$ cat src/core/jss_defs.vh
// Constants for the job status word sequencer
`ifndef JSS_DEFS_VH
`define JSS_DEFS_VH
// APB register byte offsets
`define JSS_OFF_CTRL      12'h000
`define JSS_OFF_STATUS    12'h004
`define JSS_OFF_COUNT     12'h008
`define JSS_OFF_EVENT     12'h00c
`define JSS_OFF_PERR      12'h010
`define JSS_OFF_OVWR      12'h014
// Control register fields
`define JSS_CTRL_JOB_LSB  0
`define JSS_CTRL_JOB_MSB  1
`define JSS_CTRL_RESP_BIT 2
// Event register fields (write one to fire)
`define JSS_EV_READY      0
`define JSS_EV_TRIG_SEND  1
`define JSS_EV_TRIG_RECV  2
`define JSS_EV_DONE       3
`define JSS_EV_FAIL       4
// Error nibble position in the first word
`define JSS_ERR_LSB       8
`define JSS_ERR_MSB       11
// Job kinds
`define JSS_JOB_MGMT      2'h0
`define JSS_JOB_OUTBITS   2'h1
`define JSS_JOB_INBITS    2'h2
// Status word values
`define JSS_SW_COLD       16'h000a
`define JSS_SW_SEND_EN    16'h0008
`define JSS_SW_RECV_EN    16'h000b
`define JSS_SW_MGMT_ACT   16'h0022
`define JSS_SW_ACK_RDY    16'h0023
`define JSS_SW_ACK_OK     16'h0066
`define JSS_SW_ACK_OK_EN  16'h0064
`define JSS_SW_ACK_ERR    16'h006a
`define JSS_SW_ACK_ERR_EN 16'h0068
`define JSS_SW_OUT_DONE   16'h0026
`define JSS_SW_DONE_SEND  16'h0004
`define JSS_SW_IN_DONE    16'h0046
`define JSS_SW_DONE_RECV  16'h0005
`define JSS_SW_EDGE_MGMT  16'h0002
`define JSS_SW_EDGE_BITS  16'h0006
// Firmware cycle: 6 ms at 25 ns per clock
`define JSS_FW_CYCLES     24'h03a980
`endif

$ cat src/core/jss_sync.v
// Two-flop synchroniser for an active-low reset release
module jss_sync (
    // Clock and raw reset
    input  wire sys_clk_i,
    input  wire nrst_i,
    // Released reset
    output wire nrst_o
);
    reg [1:0] sync_q;

    always @(posedge sys_clk_i or negedge nrst_i)
    begin
        if (!nrst_i)
            sync_q <= 2'h0;
        else
            sync_q <= {sync_q[0], 1'b1};
    end

    assign nrst_o = sync_q[1];
endmodule // jss_sync

$ cat src/core/jss_timer.v
// Firmware-cycle timer: counts down after start, pulses done at zero
module jss_timer #(
    parameter [23:0] CYCLES = 24'h03a980
) (
    // Clock and reset
    input  wire sys_clk_i,
    input  wire nrst_i,
    // Control
    input  wire start_i,
    output reg  done_o
);
    reg [23:0] cnt_q;
    reg        run_q;

    always @(posedge sys_clk_i or negedge nrst_i)
    begin
        if (!nrst_i)
        begin
            cnt_q  <= 24'h0;
            run_q  <= 1'b0;
            done_o <= 1'b0;
        end
        else
        begin
            done_o <= 1'b0;
            if (start_i)
            begin
                // Start, done and the status move take three edges; CYCLES must be at least 3
                cnt_q <= CYCLES - 24'h3;
                run_q <= 1'b1;
            end
            else if (run_q)
            begin
                if (cnt_q == 24'h0)
                begin
                    run_q  <= 1'b0;
                    done_o <= 1'b1;
                end
                else
                    cnt_q <= cnt_q - 24'h1;
            end
        end
    end
endmodule // jss_timer

$ cat src/core/jss_seq.v
// Job status word sequencer with APB register access
//
// Added by the designer: the placing of the registers and register access over APB.
`include "jss_defs.vh"

// How it works
// - After reset the status reads 000a 0000: cold restart, both directions off.
// - Ready event for send jobs gives 0008 0000, send enabled.
// - Ready event for input-bit read gives 000b 0000, receive enabled.
// - Management send trigger gives 0022 with the sent byte count.
// - Management job without response takes no receive; the send is acknowledged.
// - Management job without response finishes at 0004 0000.
// - With response, the device prepares it and a receive fetches it.
// - Response ready gives 0023 0000, receive enabled.
// - Successful response receive gives 0066 with the byte count read.
// - Within one 6 ms firmware cycle this turns to 0064, count kept.
// - Failed response gives 0x6a then 0x68, count kept.
// - Output-bit send trigger gives 0026 with the byte count at once.
// - After output-bit send, 0004 0000 within one firmware cycle.
// - Input-bit receive trigger gives 0046 with the byte count read.
// - After input-bit read, 0005 0000 within one firmware cycle.
// - Status bits 8 to 11 hold the error code given with the fail completion event, shown once the response receive comes.
module jss_seq #(
    // Firmware cycle length in clocks; only simulation should shorten it
    parameter [23:0] FW_CYCLES = `JSS_FW_CYCLES
) (
    // Clock and reset
    input  wire        sys_clk_i,
    input  wire        nrst_i,
    // APB slave
    input  wire        psel_i,
    input  wire        penable_i,
    input  wire        pwrite_i,
    input  wire [11:0] paddr_i,
    input  wire [31:0] pwdata_i,
    output reg  [31:0] prdata_o,
    output reg         pready_o,
    output reg         pslverr_o,
    // Status record
    output reg  [15:0] job_status_word_o,
    output reg  [15:0] byte_count_o,
    output reg  [7:0]  param_error_byte_o
);
    // ------------------------------------------------------------
    // States
    // ------------------------------------------------------------
    localparam [3:0] ST_COLD     = 4'h0;
    localparam [3:0] ST_SEND_EN  = 4'h1;
    localparam [3:0] ST_RECV_EN  = 4'h2;
    localparam [3:0] ST_MGMT_ACT = 4'h3;
    localparam [3:0] ST_ACK_RDY  = 4'h4;
    localparam [3:0] ST_ACK_END  = 4'h5;
    localparam [3:0] ST_BIT_END  = 4'h6;

    // ------------------------------------------------------------
    // Reset release
    // ------------------------------------------------------------
    wire rst_n;

    jss_sync u_sync (
        .sys_clk_i (sys_clk_i),
        .nrst_i    (nrst_i),
        .nrst_o    (rst_n)
    );

    // ------------------------------------------------------------
    // Registers
    // ------------------------------------------------------------
    reg  [3:0]  state_q;
    reg  [1:0]  job_q;
    reg         resp_q;
    reg  [3:0]  err_q;
    reg         tmr_start_q;
    wire        tmr_done;

    // Address decode used for both read mux and write strobes
    function [2:0] reg_index;
        input [11:0] addr;
        begin
            case (addr)
                `JSS_OFF_CTRL:   reg_index = 3'h1;
                `JSS_OFF_STATUS: reg_index = 3'h2;
                `JSS_OFF_COUNT:  reg_index = 3'h3;
                `JSS_OFF_EVENT:  reg_index = 3'h4;
                `JSS_OFF_PERR:   reg_index = 3'h5;
                `JSS_OFF_OVWR:   reg_index = 3'h6;
                default:         reg_index = 3'h0;
            endcase
        end
    endfunction

    // Input-bit read jobs run the receive direction; every other job sends
    function is_read_job;
        input [1:0] job;
        begin
            is_read_job = (job == `JSS_JOB_INBITS);
        end
    endfunction

    wire [2:0]  idx    = reg_index(paddr_i);
    // One wait state: the access is taken at its first edge, pready follows a cycle later
    wire        access = psel_i & penable_i & ~pready_o;
    wire        wr     = access & pwrite_i;
    wire        ev_wr  = wr & (idx == 3'h4);

    // ------------------------------------------------------------
    // Event strobes
    // ------------------------------------------------------------
    // Several event bits may arrive in one write; each gets its own strobe
    wire [4:0]  ev_vec;

    genvar g;
    generate
        for (g = 0; g < 5; g = g + 1)
        begin : g_ev
            assign ev_vec[g] = ev_wr & pwdata_i[g];
        end
    endgenerate

    wire        ev_ready = ev_vec[`JSS_EV_READY];
    wire        ev_send  = ev_vec[`JSS_EV_TRIG_SEND];
    wire        ev_recv  = ev_vec[`JSS_EV_TRIG_RECV];
    wire        ev_done  = ev_vec[`JSS_EV_DONE];
    wire        ev_fail  = ev_vec[`JSS_EV_FAIL];

    // ------------------------------------------------------------
    // Edge-generation overwrite
    // ------------------------------------------------------------
    // Only the edge value of the running job is taken, for a management job only without response; anything else is dropped
    wire        ow_wr    = wr & (idx == 3'h6);
    wire        ow_mgmt  = ow_wr & (state_q == ST_MGMT_ACT) & ~resp_q & (pwdata_i[15:0] == `JSS_SW_EDGE_MGMT);
    wire        ow_bits  = ow_wr & (state_q == ST_BIT_END) & (pwdata_i[15:0] == `JSS_SW_EDGE_BITS);

    // ------------------------------------------------------------
    // Firmware-cycle timer
    // ------------------------------------------------------------
    // Counts one firmware cycle from the completing transfer to the re-enable
    jss_timer #(
        .CYCLES (FW_CYCLES)
    ) u_timer (
        .sys_clk_i (sys_clk_i),
        .nrst_i    (rst_n),
        .start_i   (tmr_start_q),
        .done_o    (tmr_done)
    );

    // ------------------------------------------------------------
    // APB response
    // ------------------------------------------------------------
    always @(posedge sys_clk_i or negedge rst_n)
    begin
        if (!rst_n)
        begin
            pready_o  <= 1'b0;
            pslverr_o <= 1'b0;
            prdata_o  <= 32'h0;
        end
        else
        begin
            pready_o  <= access;
            pslverr_o <= access & (idx == 3'h0);
            // Read data is taken with the access, so it stands when pready is seen
            if (access & ~pwrite_i)
            begin
                case (idx)
                    3'h1:    prdata_o <= {29'h0, resp_q, job_q};
                    3'h2:    prdata_o <= {16'h0, job_status_word_o};
                    3'h3:    prdata_o <= {16'h0, byte_count_o};
                    3'h5:    prdata_o <= {24'h0, param_error_byte_o};
                    default: prdata_o <= 32'h0;
                endcase
            end
        end
    end

    // ------------------------------------------------------------
    // Control and parameter error byte
    // ------------------------------------------------------------
    always @(posedge sys_clk_i or negedge rst_n)
    begin
        if (!rst_n)
        begin
            job_q              <= `JSS_JOB_MGMT;
            resp_q             <= 1'b0;
            param_error_byte_o <= 8'h0;
        end
        else
        begin
            if (wr & (idx == 3'h1))
            begin
                job_q  <= pwdata_i[`JSS_CTRL_JOB_MSB:`JSS_CTRL_JOB_LSB];
                resp_q <= pwdata_i[`JSS_CTRL_RESP_BIT];
            end
            // Bit 0 flag, bits 1..3 forced unused, bits 7..4 error number
            if (wr & (idx == 3'h5))
                param_error_byte_o <= {pwdata_i[7:4], 3'h0, pwdata_i[0]};
        end
    end

    // ------------------------------------------------------------
    // Status sequencer
    // ------------------------------------------------------------
    always @(posedge sys_clk_i or negedge rst_n)
    begin
        if (!rst_n)
        begin
            state_q           <= ST_COLD;
            job_status_word_o <= `JSS_SW_COLD;
            byte_count_o      <= 16'h0;
            err_q             <= 4'h0;
            tmr_start_q       <= 1'b0;
        end
        else
        begin
            tmr_start_q <= 1'b0;
            // Software edge-generation overwrite; data-area bit 7 is never set here
            if (ow_mgmt)
            begin
                job_status_word_o <= `JSS_SW_EDGE_MGMT;
                byte_count_o      <= 16'h0;
            end
            else if (ow_bits)
            begin
                job_status_word_o <= `JSS_SW_EDGE_BITS;
                byte_count_o      <= 16'h0;
            end
            case (state_q)
                ST_COLD:
                begin
                    if (ev_ready)
                    begin
                        if (is_read_job(job_q))
                        begin
                            state_q           <= ST_RECV_EN;
                            job_status_word_o <= `JSS_SW_RECV_EN;
                        end
                        else
                        begin
                            state_q           <= ST_SEND_EN;
                            job_status_word_o <= `JSS_SW_SEND_EN;
                        end
                        byte_count_o <= 16'h0;
                    end
                end
                ST_SEND_EN:
                begin
                    if (ev_send)
                    begin
                        byte_count_o <= pwdata_i[31:16];
                        if (job_q == `JSS_JOB_OUTBITS)
                        begin
                            state_q           <= ST_BIT_END;
                            job_status_word_o <= `JSS_SW_OUT_DONE;
                            tmr_start_q       <= 1'b1;
                        end
                        else
                        begin
                            state_q           <= ST_MGMT_ACT;
                            job_status_word_o <= `JSS_SW_MGMT_ACT;
                        end
                    end
                end
                ST_RECV_EN:
                begin
                    if (ev_recv)
                    begin
                        state_q           <= ST_BIT_END;
                        job_status_word_o <= `JSS_SW_IN_DONE;
                        byte_count_o      <= pwdata_i[31:16];
                        tmr_start_q       <= 1'b1;
                    end
                end
                ST_MGMT_ACT:
                begin
                    // Receive triggers are ignored here: no response is pending
                    if (ev_done | ev_fail)
                    begin
                        if (resp_q)
                        begin
                            state_q           <= ST_ACK_RDY;
                            job_status_word_o <= `JSS_SW_ACK_RDY;
                            err_q             <= ev_fail ? pwdata_i[11:8] : 4'h0;
                        end
                        else
                        begin
                            state_q           <= ST_SEND_EN;
                            job_status_word_o <= `JSS_SW_DONE_SEND;
                        end
                        byte_count_o <= 16'h0;
                    end
                end
                ST_ACK_RDY:
                begin
                    if (ev_recv)
                    begin
                        state_q      <= ST_ACK_END;
                        byte_count_o <= pwdata_i[31:16];
                        tmr_start_q  <= 1'b1;
                        // The error nibble latched at completion shows only now, beside the count
                        if (err_q == 4'h0)
                            job_status_word_o <= `JSS_SW_ACK_OK;
                        else
                            job_status_word_o <= `JSS_SW_ACK_ERR | {4'h0, err_q, 8'h0};
                    end
                end
                ST_ACK_END:
                begin
                    if (tmr_done)
                    begin
                        state_q           <= ST_SEND_EN;
                        // Clearing bit 1 keeps error nibble and count
                        job_status_word_o <= job_status_word_o & 16'hfffd;
                    end
                end
                ST_BIT_END:
                begin
                    if (tmr_done)
                    begin
                        byte_count_o <= 16'h0;
                        if (is_read_job(job_q))
                        begin
                            state_q           <= ST_RECV_EN;
                            job_status_word_o <= `JSS_SW_DONE_RECV;
                        end
                        else
                        begin
                            state_q           <= ST_SEND_EN;
                            job_status_word_o <= `JSS_SW_DONE_SEND;
                        end
                    end
                end
                default:
                begin
                    state_q           <= ST_COLD;
                    job_status_word_o <= `JSS_SW_COLD;
                end
            endcase
        end
    end
endmodule // jss_seq

$ cat config.mk
export PLATFORM = sky130hd
export DESIGN_NAME = jss_seq
export DESIGN_NICKNAME = d
export VERILOG_FILES = /design/src/core/jss_sync.v /design/src/core/jss_timer.v /design/src/core/jss_seq.v
export VERILOG_INCLUDE_DIRS = /design/src /design/src/core
export SDC_FILE = /design/constraint.sdc
export NUM_CORES = 1
export LEC_CHECK = 0
export ABC_AREA = 1
export BUFFER_PORTS_ARGS = -buffer_cell sky130_fd_sc_hd__buf_2
export CAP_MARGIN = 15
export CORE_AREA = 4 4 122 95
export CTS_BUF_LIST = sky130_fd_sc_hd__clkbuf_4 sky130_fd_sc_hd__clkbuf_8
export DETAILED_ROUTE_END_ITERATION = 16
export DIE_AREA = 0 0 126 99
export HOLD_SLACK_MARGIN = 0.06
export PLACE_DENSITY = 0.82
export SYNTH_ARGS = -nofsm -noshare
export SYNTH_HDL_FRONTEND = slang
export SYNTH_SLANG_ARGS = --single-unit
$ cat constraint.sdc
create_clock -name sys_clk_i -period 3.9 [get_ports sys_clk_i]
set_clock_uncertainty 0.2 [all_clocks]
set_input_delay 0.78 -clock sys_clk_i [delete_from_list [all_inputs] [get_ports sys_clk_i]]
set_output_delay 0.78 -clock sys_clk_i [all_outputs]
set_load 0.02 [all_outputs]
==> qor.yml <==
wl_um: 16700
crit_path_max_incr_delay_ns: 0.39
hold_viol_final: 0
area_growth_pct: 12.7
syn_avg_cell_area_um2: 7.14
regArea_mm2: 0.00236
fillCellCount: 988
drt-initial-drc-count: 712
p_per_area_mw_per_mm2: 260
antenna_found_initial: 0
cts_tree: "done"
diodes: 0
final_net_count: 970
fmax_ghz: 0.363
grt_pass1_vias: 5291
die_y_um: 99
clkLatencyLatePin_ns: 0.37
hp-class: "register to register"
clkSlewWorstSetupHoldPaths_ns: 0.09
worst_r2r_endpoint: "u_timer.cnt_q[9]"
syn_inst: 819
timing.rr.start: "u_timer.cnt_q[0]"
grt-ovfl-total: 0
finalCritPeriodShare_pct: 70.7
drive_above_1_share_pct: 18.6
syn_area_mm2: 0.00585
worst_slack_ns: 1.14
final-setup-viol-count: 0
place_ws_ns: 1.00
drcViolationCount: 0
rrSetupSlack_ns: 1.14
crit_family: "simple AND/OR/NAND/NOR gates"
startpoint_type: "register"
critPathSlowestCell: "dfrtp_1"
path_max_fanout: 15
initial_utilization_pct: 57.1
peakVddDrop_mv: 0.309
power.total_uw: 1710
synth-seq-cells: 94
die-area_mm2: 0.0125
vias: 5867
die_width_um: 126
path_cells: "inv_1, ha_1, nand2_1, nor2_1, nand3_1, nand2_2, nand2_1, buf_4, nand2_1, nor2_1, o21ai_0, nor2_1"
rsz0062_at_grt: "false"
relSlewSlack_pct: 35.8
critPathRequiredTime_ns: 3.97
fp.coreArea_mm2: 0.0102
port-buffer-count: 103
end_kind: "register"
yosys.cell_types.count: 44
maxCapViolCount: 0
cp.depth: 12
maxSlewViolCount: 0
worst_pin_slew_ns: 0.963
multi_input_area_mm2: 0.00295
fin_setup_tns_ns: 0
boundaryPins: 123
dp.final_hpwl_um: 12800
run_status: "complete, no violations"
power.leakage_uw: 0.00341
wl_per_cell_um: 15.8
cts.sinks: 94
drtAntennaViolNets: 0
grt_pass1_wl_um: 27100
firstDrtPassIters: 7
viasPerCell: 5.53
cts_root_buffer: "clkbuf_8"
yosysSeqAreaShare_pct: 40.3
reg2regPathDepth: 12
yosys_warnings: 0
arrival_ns: 2.82
cts_buffers: 9
place.gp.congestion: 0.978
min_path_cells: 0
clock_path_buffers: 2
crit_buf_inv: 2
finalCriticalPeriod_ns: 2.76
criticalPathCategory: "register to register"
min_from: "u_sync.sync_q[0]"
min_to: "u_sync.sync_q[1]"
grt_max_degree: 77
num_rows: 32
ctsHtreeMaxLevel: 3
grtUsageTotal_pct: 27.0
-- sequential cells by signal, summed over array words and instances, names as in the netlist, 2 cells and up --
name                cells
param_error_byte_o      5
job_q                   2
err_q                   4
state_q                 3
byte_count_o           16
job_status_word_o      16
u_sync.sync_q           2
u_timer.cnt_q          24
prdata_o               16
-- synth_stat cells, drive strengths merged --
cell / instances / area (um2)
clkinv: 4 / 16.3
clkbuf: 8 / 30.0
inv: 96 / 360
buf: 28 / 209
or2: 1 / 6.26
nand3b: 6 / 45.0
nor3: 21 / 121
o22ai: 10 / 62.6
conb: 2 / 7.51
nand2: 253 / 997
nor2: 98 / 419
nor4: 7 / 43.8
xor2: 11 / 96.3
o31ai: 7 / 52.6
o41ai: 1 / 8.76
dfstp: 2 / 52.6
nand3: 75 / 460
nor3b: 1 / 7.51
a221oi: 3 / 26.3
ha: 1 / 12.5
dfrtp: 92 / 2300
o21ai: 62 / 318
nand4: 19 / 125
o221ai: 2 / 17.5
and3: 1 / 6.26
a21oi: 7 / 35.0
xnor2: 1 / 8.76
-- where the power goes --
part	internal [uW]	switching, uW	leakage [uW]
clock network	265	370	0.0000957
logic	26.8	58.7	0.00221
registers	976	15.5	0.00110
-- placed cells by master (no fill, tap or decap), drive strengths merged, types with 3 or more instances in the layout --
cell / instances
nand2: 253
buf: 107
inv: 99
nor2: 98
dfrtp: 92
nand3: 75
o21ai: 62
nor3: 21
conb: 20
nand4: 19
xor2: 11
clkbuf: 11
o22ai: 10
nor4: 7
o31ai: 7
a21oi: 7
nand3b: 6
clkinv: 5
a221oi: 3
-- stage by stage --
stage | util, % | instance area (um2) | hold WS (ns) | std cells
finish | 64.3 | 6590 | 0.170 | 1061
global route | 64.3 | 6590 | 0.179 | 1061
CTS | 64.2 | 6590 | 0.176 | 1060
detailed placement | 62.3 | 6390 | 0.154 | 1043
global placement | 62.3 | 6390 | 0.134 | 1043
floorplan | - | 5920 | 0.131 | 837
-- how the worst max path moves through the flow --
stage | endpoint | startpoint | slack, ns
floorplan | byte_count_o[0] | u_sync.sync_q[1] | 0.89
global placement | byte_count_o[11] | paddr_i[11] | 1.11
detailed placement | byte_count_o[13] | paddr_i[11] | 1.00
CTS | u_timer.cnt_q[9] | u_timer.cnt_q[0] | 1.20
global route | u_timer.cnt_q[9] | u_timer.cnt_q[0] | 0.92
finish | u_timer.cnt_q[9] | u_timer.cnt_q[0] | 1.14
-- routing by layer --
metal / wire [um] / up-vias / part of all wire [%] / GRT usage [%]
li1: - / 2823 / - / -
met4: 145 / 0 / 0.87 / 5.11
met1: 7780 / 2706 / 46 / 43.1
met3: 2020 / 15 / 12 / 6.45
met2: 6800 / 323 / 41 / 37.3
met5: 0 / - / 0 / 0
-- what timing repair did --
item,4_1_cts,5_1_grt
buffers inserted,0,0
hold buffers,1,0
resized for setup,0,0
endpoints found under the hold margin,2,0
setup endpoints to repair,0,0
-- cells by family (layout without fill, tap and decap cells) --
| logic type | Yosys count | after routing | synth area share [%] |
|---|---|---|---|
| compound gates | 92 | 92 | 8.90 |
| xor+xnor | 12 | 12 | 1.80 |
| fa+ha+maj | 1 | 1 | 0.214 |
| buf+inv | 136 | 224 | 10.5 |
| flops | 94 | 94 | 40.3 |
| other cells | 2 | 20 | 0.128 |
| simple gates | 482 | 482 | 38.2 |
-- cell type report --
class | count | share of cell area [%]
multi-input combinational | 607 | 44.7
tap | 136 | 2.58
clock buffer | 11 | 2.20
timing repair buffer | 108 | 8.43
sequential | 94 | 35.8
inverter | 100 | 5.71
clock inverter | 5 | 0.626
Note: power is estimated with default switching activity, not from simulation.
